`config.mk`:
```
export PLATFORM = sky130hd
export DESIGN_NAME = hcif_irq_ctrl
export DESIGN_NICKNAME = d
export VERILOG_FILES = /design/src/core/hcif_pkg.sv /design/src/core/hcif_irq_ctrl.sv /design/src/core/hcif_event_edge.sv
export VERILOG_INCLUDE_DIRS = /design/src /design/src/core
export SDC_FILE = /design/constraint.sdc
export NUM_CORES = 1
export LEC_CHECK = 0
export CAP_MARGIN = 10
export CELL_PAD_IN_SITES_DETAIL_PLACEMENT = 0
export CELL_PAD_IN_SITES_GLOBAL_PLACEMENT = 1
export CORE_MARGIN = 2
export CORE_UTILIZATION = 45
export DETAILED_ROUTE_END_ITERATION = 6
export DONT_BUFFER_PORTS = 1
export PLACE_DENSITY = 0.83
export REMOVE_ABC_BUFFERS = 1
export SYNTH_ARGS = -nofsm -noshare
export SYNTH_HDL_FRONTEND = slang
export SYNTH_SLANG_ARGS = --single-unit
```
`constraint.sdc`:
```
create_clock -name sys_clk -period 1.6 [get_ports sys_clk]
set_input_delay 0.16 -clock sys_clk [delete_from_list [all_inputs] [get_ports sys_clk]]
set_output_delay 0.16 -clock sys_clk [all_outputs]
set_load 0.02 [all_outputs]
```
`src/core/hcif_consts.svh`:
```
/*
  Constants of the host interrupt flag and mask block: command codes, bit positions, reset values.
  Assumes inclusion by bare name from the design files.
*/
`ifndef HCIF_CONSTS_SVH
`define HCIF_CONSTS_SVH

`define HCIF_CMD_MASK_RD     8'h25
`define HCIF_CMD_MASK_WR     8'hA5
`define HCIF_CMD_FLAGS_RD    8'h24
`define HCIF_CMD_FLAGS_WR    8'hA4
`define HCIF_BIT_FRAME       0
`define HCIF_BIT_ISO0        1
`define HCIF_BIT_ISO1        2
`define HCIF_BIT_XFER_END    3
`define HCIF_BIT_OPER        4
`define HCIF_BIT_SUSPEND     5
`define HCIF_BIT_CLOCK       6
`define HCIF_BIT_PERIODIC    7
`define HCIF_BIT_ASYNC       8
`define HCIF_BIT_DUAL_ROLE   9
`define HCIF_LIVE_BITS       16'h03FF
`define HCIF_MASK_RESET      16'h0000
`define HCIF_FLAGS_RESET     16'h0000
`define HCIF_GLOBAL_EN_BIT   0

`endif

```
`src/core/hcif_pkg.sv`:
```
/*
  Types shared by the host interrupt flag and mask block.
  Assumes the constants header is compiled alongside.
*/
package hcif_pkg;
  typedef logic [15:0] hcif_word_t;
  typedef enum logic [1:0] {
    HCIF_IDLE,
    HCIF_READ,
    HCIF_WRITE
  } hcif_cmd_e;
endpackage

```
`src/core/hcif_irq_ctrl.sv`:
```
/*
  Host processor interrupt flags and enable mask, driving interrupt output one.
  Assumes the command port strobes are one-cycle pulses synchronous to sys_clk and
  that event inputs are levels held high while the condition lasts.
*/
//
// Behaviour
// - Counter reaching zero sets transfer-end flag
// - End-of-transfer pin also sets transfer-end flag
// - Iso buffer one completion sets bit 2
// - Iso buffer zero completion sets bit 1
// - Frame start sets bit 0
// - Mask has enables for bits 9..0
// - Enables combine with global enable bit
// - Mask clears to zero at power-on
// - Mask bit one enables, zero blocks
// - Mask read 25h, written A5h
// - Mask bits 9,8,7 gate dual-role, async, periodic
// - Mask bits 6,5 gate clock, suspend
// - Mask bit 4 gates operational event
// - Mask bits 3..0 gate transfer, iso, frame
// - Mask bits 15..10 reserved, read zero
// - Dual-role event sets bit 9
// - Async list threshold or timeout sets bit 8
// - Periodic list done with ack sets bit 7
// - Wake with clock running sets bit 6
`timescale 1ns/100ps
`default_nettype none
`include "hcif_consts.svh"
module hcif_irq_ctrl #(
  parameter int FLAG_W = 10
) (
  // Clock and reset.
  input  wire logic        sys_clk,
  input  wire logic        rst_b,
  // Processor command port.
  input  wire logic        cmd_rd_stb,
  input  wire logic        cmd_wr_stb,
  input  wire logic [7:0]  cmd_code,
  input  wire logic [15:0] cmd_wdata,
  output logic      [15:0] cmd_rdata,
  output logic             cmd_rvalid,
  // Global enable from the hardware setup register.
  input  wire logic [15:0] hw_setup_reg,
  // Host event sources, levels.
  input  wire logic        transfer_count_zero,
  input  wire logic        end_of_transfer_pin,
  input  wire logic        iso_buffer_one_last_done,
  input  wire logic        iso_buffer_zero_last_done,
  input  wire logic        frame_start_state,
  input  wire logic        operational_event,
  input  wire logic        host_suspended,
  input  wire logic        clock_restored,
  input  wire logic        periodic_list_acked,
  input  wire logic        async_threshold_hit,
  input  wire logic        async_timeout_hit,
  input  wire logic        dual_role_event,
  // Interrupt and state view.
  output logic             irq_output_one,
  output logic      [15:0] cpu_irq_event_flags,
  output logic      [15:0] cpu_irq_enable_mask
);
  typedef struct packed {
    hcif_pkg::hcif_word_t    mask;
    hcif_pkg::hcif_word_t    flags;
    hcif_pkg::hcif_word_t    rdata;
    logic                    rvalid;
    logic                    irq;
    hcif_pkg::hcif_cmd_e     last_cmd;
  } hcif_ctrl_s;

  hcif_ctrl_s           state_q;
  hcif_ctrl_s           state_d;
  logic [1:0]           rst_sync_q;
  logic                 rst_sync_b;
  logic [FLAG_W-1:0]    ev_level;
  logic [FLAG_W-1:0]    ev_rise;
  hcif_pkg::hcif_word_t set_bits;
  hcif_pkg::hcif_word_t clr_bits;
  hcif_pkg::hcif_word_t read_word;
  logic                 global_en;
  logic                 mask_wr_hit;
  logic                 flags_wr_hit;
  logic                 mask_rd_hit;
  logic                 flags_rd_hit;
  logic                 frame_start_req;
  logic                 iso_zero_req;
  logic                 iso_one_req;
  logic                 transfer_end_req;
  logic                 operational_req;
  logic                 suspended_req;
  logic                 clock_req;
  logic                 periodic_req;
  logic                 async_req;
  logic                 dual_role_req;
  logic                 any_req;

  // Keeps only the implemented flag and enable positions, bits 9..0.
  function automatic hcif_pkg::hcif_word_t live_bits(input hcif_pkg::hcif_word_t w);
    live_bits = w & `HCIF_LIVE_BITS;
  endfunction

  // Places the event pulses at their flag positions in a register word.
  function automatic hcif_pkg::hcif_word_t widen_events(input logic [FLAG_W-1:0] ev);
    widen_events = 16'h0000;
    widen_events[FLAG_W-1:0] = ev;
  endfunction

  // A write of one clears a flag, but an event in the same cycle wins.
  function automatic hcif_pkg::hcif_word_t merge_flags(
    input hcif_pkg::hcif_word_t cur_w,
    input hcif_pkg::hcif_word_t clr_w,
    input hcif_pkg::hcif_word_t set_w
  );
    merge_flags = live_bits((cur_w & ~clr_w) | set_w);
  endfunction

  // True when a command strobe carries the wanted code.
  function automatic logic code_hit(input logic stb, input logic [7:0] code, input logic [7:0] want);
    code_hit = stb && (code == want);
  endfunction

  // Codes that this block does not own read as zero.
  function automatic hcif_pkg::hcif_word_t read_select(
    input logic                 mask_sel,
    input logic                 flags_sel,
    input hcif_pkg::hcif_word_t mask_w,
    input hcif_pkg::hcif_word_t flags_w
  );
    read_select = 16'h0000;
    if (mask_sel) begin
      read_select = mask_w;
    end else if (flags_sel) begin
      read_select = flags_w;
    end
  endfunction

  assign rst_sync_b = rst_sync_q[1];

  assign mask_wr_hit  = code_hit(cmd_wr_stb, cmd_code, `HCIF_CMD_MASK_WR);
  assign flags_wr_hit = code_hit(cmd_wr_stb, cmd_code, `HCIF_CMD_FLAGS_WR);
  assign mask_rd_hit  = code_hit(cmd_rd_stb, cmd_code, `HCIF_CMD_MASK_RD);
  assign flags_rd_hit = code_hit(cmd_rd_stb, cmd_code, `HCIF_CMD_FLAGS_RD);
  assign global_en    = hw_setup_reg[`HCIF_GLOBAL_EN_BIT];

  // Each flag asks for the interrupt only through its own enable bit.
  assign frame_start_req  = state_q.flags[`HCIF_BIT_FRAME] & state_q.mask[`HCIF_BIT_FRAME];
  assign iso_zero_req     = state_q.flags[`HCIF_BIT_ISO0] & state_q.mask[`HCIF_BIT_ISO0];
  assign iso_one_req      = state_q.flags[`HCIF_BIT_ISO1] & state_q.mask[`HCIF_BIT_ISO1];
  assign transfer_end_req = state_q.flags[`HCIF_BIT_XFER_END] & state_q.mask[`HCIF_BIT_XFER_END];
  assign operational_req  = state_q.flags[`HCIF_BIT_OPER] & state_q.mask[`HCIF_BIT_OPER];
  assign suspended_req    = state_q.flags[`HCIF_BIT_SUSPEND] & state_q.mask[`HCIF_BIT_SUSPEND];
  assign clock_req        = state_q.flags[`HCIF_BIT_CLOCK] & state_q.mask[`HCIF_BIT_CLOCK];
  assign periodic_req     = state_q.flags[`HCIF_BIT_PERIODIC] & state_q.mask[`HCIF_BIT_PERIODIC];
  assign async_req        = state_q.flags[`HCIF_BIT_ASYNC] & state_q.mask[`HCIF_BIT_ASYNC];
  assign dual_role_req    = state_q.flags[`HCIF_BIT_DUAL_ROLE] & state_q.mask[`HCIF_BIT_DUAL_ROLE];
  assign any_req          = frame_start_req | iso_zero_req | iso_one_req | transfer_end_req |
                            operational_req | suspended_req | clock_req | periodic_req |
                            async_req | dual_role_req;

  // Event levels are collected at their flag positions.
  always_comb begin
    ev_level = '0;
    ev_level[`HCIF_BIT_XFER_END]  = transfer_count_zero | end_of_transfer_pin;
    ev_level[`HCIF_BIT_ISO1]      = iso_buffer_one_last_done;
    ev_level[`HCIF_BIT_ISO0]      = iso_buffer_zero_last_done;
    ev_level[`HCIF_BIT_FRAME]     = frame_start_state;
    ev_level[`HCIF_BIT_OPER]      = operational_event;
    ev_level[`HCIF_BIT_SUSPEND]   = host_suspended;
    ev_level[`HCIF_BIT_CLOCK]     = clock_restored;
    ev_level[`HCIF_BIT_PERIODIC]  = periodic_list_acked;
    ev_level[`HCIF_BIT_ASYNC]     = async_threshold_hit | async_timeout_hit;
    ev_level[`HCIF_BIT_DUAL_ROLE] = dual_role_event;
  end

  hcif_event_edge #(
    .WIDTH (FLAG_W)
  ) u_edge (
    .sys_clk    (sys_clk),
    .rst_sync_b (rst_sync_b),
    .level_in   (ev_level),
    .rise_out   (ev_rise)
  );

  // Set requests, clear requests and the read word of this cycle.
  always_comb begin
    set_bits = widen_events(ev_rise);
    clr_bits = 16'h0000;
    if (flags_wr_hit) begin
      clr_bits = live_bits(cmd_wdata);
    end
    read_word = read_select(mask_rd_hit, flags_rd_hit, state_q.mask, state_q.flags);
  end

  always_comb begin
    state_d = state_q;
    state_d.rvalid = 1'b0;
    state_d.last_cmd = hcif_pkg::HCIF_IDLE;
    if (cmd_wr_stb) begin
      state_d.last_cmd = hcif_pkg::HCIF_WRITE;
    end
    if (mask_wr_hit) begin
      state_d.mask = live_bits(cmd_wdata);
    end
    state_d.flags = merge_flags(state_q.flags, clr_bits, set_bits);
    if (cmd_rd_stb) begin
      state_d.last_cmd = hcif_pkg::HCIF_READ;
      state_d.rvalid = 1'b1;
      state_d.rdata = read_word;
    end
    state_d.irq = global_en & any_req;
  end

  // The synchroniser keeps its own register so that it alone sees the raw reset.
  always_ff @(posedge sys_clk or negedge rst_b) begin
    if (!rst_b) begin
      rst_sync_q <= 2'b00;
    end else begin
      rst_sync_q <= {rst_sync_q[0], 1'b1};
    end
  end

  always_ff @(posedge sys_clk or negedge rst_sync_b) begin
    if (!rst_sync_b) begin
      state_q.mask     <= `HCIF_MASK_RESET;
      state_q.flags    <= `HCIF_FLAGS_RESET;
      state_q.rdata    <= 16'h0000;
      state_q.rvalid   <= 1'b0;
      state_q.irq      <= 1'b0;
      state_q.last_cmd <= hcif_pkg::HCIF_IDLE;
    end else begin
      state_q <= state_d;
    end
  end

  assign irq_output_one      = state_q.irq;
  assign cmd_rdata           = state_q.rdata;
  assign cmd_rvalid          = state_q.rvalid;
  assign cpu_irq_event_flags = state_q.flags;
  assign cpu_irq_enable_mask = state_q.mask;
endmodule
`default_nettype wire

```
`src/core/hcif_event_edge.sv`:
```
/*
  Rising edge detector that turns an event level into a one-cycle set pulse.
  Assumes a level synchronous to sys_clk and a synchronised active-low reset.
*/
`timescale 1ns/100ps
`default_nettype none
module hcif_event_edge #(
  parameter int WIDTH = 10
) (
  // Clock and reset.
  input  wire logic             sys_clk,
  input  wire logic             rst_sync_b,
  // Event levels and their rising edges.
  input  wire logic [WIDTH-1:0] level_in,
  output logic      [WIDTH-1:0] rise_out
);
  typedef struct packed {
    logic [WIDTH-1:0] prev;
  } hcif_edge_s;

  hcif_edge_s state_q;
  hcif_edge_s state_d;

  always_comb begin
    state_d.prev = level_in;
  end

  always_ff @(posedge sys_clk or negedge rst_sync_b) begin
    if (!rst_sync_b) begin
      state_q <= '0;
    end else begin
      state_q <= state_d;
    end
  end

  assign rise_out = level_in & ~state_q.prev;
endmodule
`default_nettype wire

```
; After elaboration in Yosys (flattened, before gate mapping)
; Cells that the tools add are included.
[classes]
add_sub_neg = 0
mul = 0
n_div = 0
n_lt_le_gt_ge = 0
n_eq_ne = 4
shifts = 0
mux = 4
bitwise_logic = 27
reduce_logical = 4
[ops]
columns = op, count
row1 = $mux W10, 3
row2 = $and A10 B10 Y10, 2
row3 = $not A10 Y10, 2
row4 = $eq A8 B6 Y1 const B, 2
row5 = $eq A8 B8 Y1 const B, 2
row6 = $and A1 B1 Y1, 11
row7 = $or A1 B1 Y1, 11
row8 = $or A10 B10 Y10, 1
row9 = $logic_and A1 B1 Y1, 4
row10 = $mux W1, 1
[word_totals]
ff_bits = 44
latchBits = 0
mem_bits_rw = 0
mem_bits_ro = 0
in_bits = 56
out_inout_bits = 50
elab_cells = 46
n_memories = 0

; Logic depth before layout (Yosys ltp)
[depth]
word_depth = 11
mapped_depth = 4
depth_no_buf = 3

; Hierarchy
; From an unflattened synthesis, not the netlist that was laid out.
[unflattened]
hier_cells = 164
hier_area_um2 = 2064.5
[by_module_without_submodules]
columns = module, n_inst, cells_each, area_each_um2, seq_area_each_um2
row1 = hcif_irq_ctrl, 1, 144, 1676.6, 850.8
row2 = hcif_event_edge, 1, 20, 387.9, 250.2

; Worst setup path after synthesis
; Ideal clock, no wire load.
[synth_timing]
path_type = in2reg
startpoint = input cmd_code[4]
endpoint = register state_q (netlist bit cpu_irq_enable_mask[0])
arrival_time_ns = 1.512
slack_ns = -0.037
cell_stages = 4
n_path_buf = 1
path_cell_list = or4b_1 or3_1 buf_6 mux2_4
[synth_via]
elab_chain_len = 2
[synth_lines]
columns = element, line_no
row1 = from (decl), hcif_irq_ctrl.sv:39  ; input wire logic [7:0] cmd_code,
row2 = $eq A8 B8 Y1, hcif_irq_ctrl.sv:120  ; code_hit = stb && (code == want);
row3 = $logic_and A1 B1 Y1, hcif_irq_ctrl.sv:120
row4 = to (signal assigned), hcif_irq_ctrl.sv:232  ; state_q <= state_d;
row5 = to (decl), hcif_irq_ctrl.sv:72  ; hcif_ctrl_s state_q;
; Every way passes these cells.
; A chain may end at the register's enable or synchronous reset.

; Worst setup path in the final report
[layout_timing]
startpoint = input cmd_code[4]
endpoint = register state_q (netlist bit cmd_rdata[7])
[layout_via]
elab_chain_len = 4
elab_cells_between_ends = 6
classes_between = 2 x eq/ne / 2 x mux / 2 x reduce/logical
[layout_lines]
columns = element, line_no
row1 = $eq A8 B6 Y1, hcif_irq_ctrl.sv:120
row2 = $logic_and A1 B1 Y1, hcif_irq_ctrl.sv:120
row3 = $mux W10, hcif_irq_ctrl.sv:133  ; end else if (flags_sel) begin
row4 = $mux W10 (*), hcif_irq_ctrl.sv:131  ; if (mask_sel) begin
; Mark *: on every way between the ends. The rest lies on a longest branch, timed or not.

==> impl_metrics.tcl <==
set metrics [dict create \
    outcome "complete, no violations" \
    cts_sinks 44 \
    track_usage_pct 17.4 \
    fin_crit_ps 1520 \
    synth_cells 176 \
    skew_ps 6.80 \
    numCtsBuffers 5 \
    worstPathRequired_ps 1800 \
    drc 0 \
    drtPass1Iterations 4 \
    avgSynthCellArea_um2 11.3 \
    whs_ps 8.04 \
    cpMaxStageDelayCell "or4b_1" \
    max_stage_delay_ps 570 \
    cts_tree "built" \
    power_mw 2.24 \
    avgRoutedWirePerCell_um 16.9 \
    post_cts.repair.setup_buffers 0 \
    post_dp_cell_area_um2 2030 \
    cp_max_fo 10 \
    critPathKind "in -> reg" \
    finalNonFillerCells 256 \
    synth_area_leaders "dfrtp_1 (55%), mux2_4 (7.5%), buf_4 (6.8%)" \
    min_period_over_period_pct 94.9 \
    final_cell_mix "dfrtp_1 (43), inv_1 (32), dlygate4sd3_1 (20)" \
    dp_hpwl_um 3140 \
    hold_class "in -> reg" \
    ys_types 22 \
    synth_top_area_cell "dfrtp_1" \
    drv_cap 0 \
    routed-via-count 1332 \
    grt_antenna_before_repair 0 \
    drive_gt1_share_pct 18.6 \
    area_growth_pct 17.6 \
    grt_max_degree 30 \
    seq_area_um2 1100 \
    ctsHtreeMaxLevel 2 \
    num_rows 24 \
    cts_root_buffer "clkbuf_8" \
    start_util_pct 46.1 \
    totalWireLength_um 4320 \
    coreArea_um2 4320 \
    path_buf_inv 2 \
    die_area_um2 4980 \
    clk_pin_slew_ps 80 \
    die_x_um 70.6 \
    detail-route-antenna-nets 0 \
    grt_pass1_wl_um 6790 \
    worst_ep_arrival_time_ps 1720 \
    layout_commonest_cell "dfrtp_1" \
    fin_nets 259 \
    place_inst 228 \
    rsz0062_at_grt "no" \
    startpoint_type "primary input" \
    hold_violations 0 \
    crit_chain "or4b_1 > buf_4 > or4b_1 > buf_4 > o22ai_1" \
    via_per_inst 5.20 \
    grt_pass1_vias 1472 \
    power.density_nw_per_um2 955 \
    die-height_um 70.6 \
    ir_drop_uv 754 \
    drt_iter0_drc 22 \
    synth_top_area_share_pct 55.2 \
    place_congestion 0.942 \
    cp-end-kind "flip-flop" \
    clock_latency_ps 290 \
    netlist_area_um2 1990 \
    max_clock_freq_mhz 659 \
    diodes 0 \
    ys_seq_area_share_pct 55.2 \
    setup_viol 0 \
    port_buffers 0 \
    leakage_nw 1.10 \
    io_pins 106 \
    overflow 0 \
    synth_seq_cells 44 \
    finish.instance_area_um2 2350 \
    clk_path_buf_depth 2 \
    post-route-util_pct 54.3 \
    ys_warn_count 0 \
    cp_top_family "simple AND/OR/NAND/NOR gates" \
    multiInputGateArea_um2 663 \
    fillers 396 \
    final_max_slew_viol_count 0 \
]
[cells in the mapped netlist (all sizes together)]
| cell type | number |
|---|---|
| o22ai | 10 |
| a22oi | 1 |
| nand2 | 10 |
| inv | 32 |
| nand4b | 1 |
| mux2 | 20 |
| clkbuf | 5 |
| a221oi | 2 |
| o21ai | 10 |
| or3 | 1 |
| or4b | 2 |
| conb | 2 |
| a22o | 2 |
| buf | 21 |
| dfrtp | 44 |
| a31oi | 1 |
| o41ai | 10 |
| nor2 | 2 |
[flip-flops by register name, indices dropped and copies added (netlist names)]
register,flops
cmd_rdata,10
cmd_rvalid,1
cpu_irq_enable_mask,10
cpu_irq_event_flags,10
irq_output_one,1
rst_sync_q,2
u_edge.state_q,10
[metrics by stage]
step                TNS [ps]  setup WS (ps)
finish                     0           81.8
global route               0           46.6
CTS                        0           81.9
detailed placement     -3300           -196
global placement       -2890           -163
floorplan              -5060           -340
[worst reg2reg max path, stage by stage, from the launching register on]
cell,delay (ps)
dfrtp_1,490
a22o_1,290
a221oi_1,290
a31oi_1,140
[cell families (layout without fill, tap and decap cells)]
| logic type | after synthesis | after routing | share of synthesized area [%] |
|---|---|---|---|
| AOI/OAI and AO/OA | 36 | 36 | 12.5 |
| buffers and inverters | 58 | 69 | 14.7 |
| DFF | 44 | 44 | 55.2 |
| muxes | 20 | 20 | 13.2 |
| other | 2 | 19 | 0.377 |
| and+or+nand+nor | 16 | 16 | 4.02 |
[routing by layer]
metal	wire length [um]	share of wire (%)	global-route usage [%]	vias to the layer above
met5	0	0	0	-
met1	1500	35	18.1	646
met4	115	2.7	9.22	0
met2	2350	55	30.9	59
met3	350	8.1	6.13	12
li1	-	-	-	615
[power by group]
part	switching, mW	total, mW	leakage, nW	internal, mW
combinational	0.101	0.199	0.521	0.0975
clock	0.370	0.840	0.0548	0.470
sequential	0.0563	1.20	0.526	1.15
total	0.528	2.24	1.10	1.71
[area by class of cell]
class / count / share of cell area (%)
Clock inverter: 3 / 1.97
Clock buffer: 5 / 2.93
Tap cell: 52 / 2.77
Sequential cell: 44 / 47.0
Inverter: 32 / 5.12
Timing Repair Buffer: 29 / 11.9
Multi-Input combinational cell: 91 / 28.3
[timing repair]
item | CTS | global route
gates resized for setup | 0 | 0
setup endpoints to repair | 0 | 0
hold buffers | 16 | 4
hold endpoints to repair | 28 | 4
[path summary, 6_finish.rpt]
check | start | slack [ps] | depth (start not counted) | endpoint
hold / removal | cmd_rd_stb | 8 | 2 | cmd_rdata[0]
setup / recovery | cmd_code[4] | 80 | 5 | cmd_rdata[7]
hold reg to reg | rst_sync_q[1] | 170 | 0 | u_edge.state_q[1]
min in group asynchronous | rst_b | 90 | 1 | rst_sync_q[0]
max in group asynchronous | rst_sync_q[1] | 970 | 1 | u_edge.state_q[0]
setup reg to reg | cpu_irq_enable_mask[6] | 260 | 3 | irq_output_one
Power figures use the tool's default switching activity.
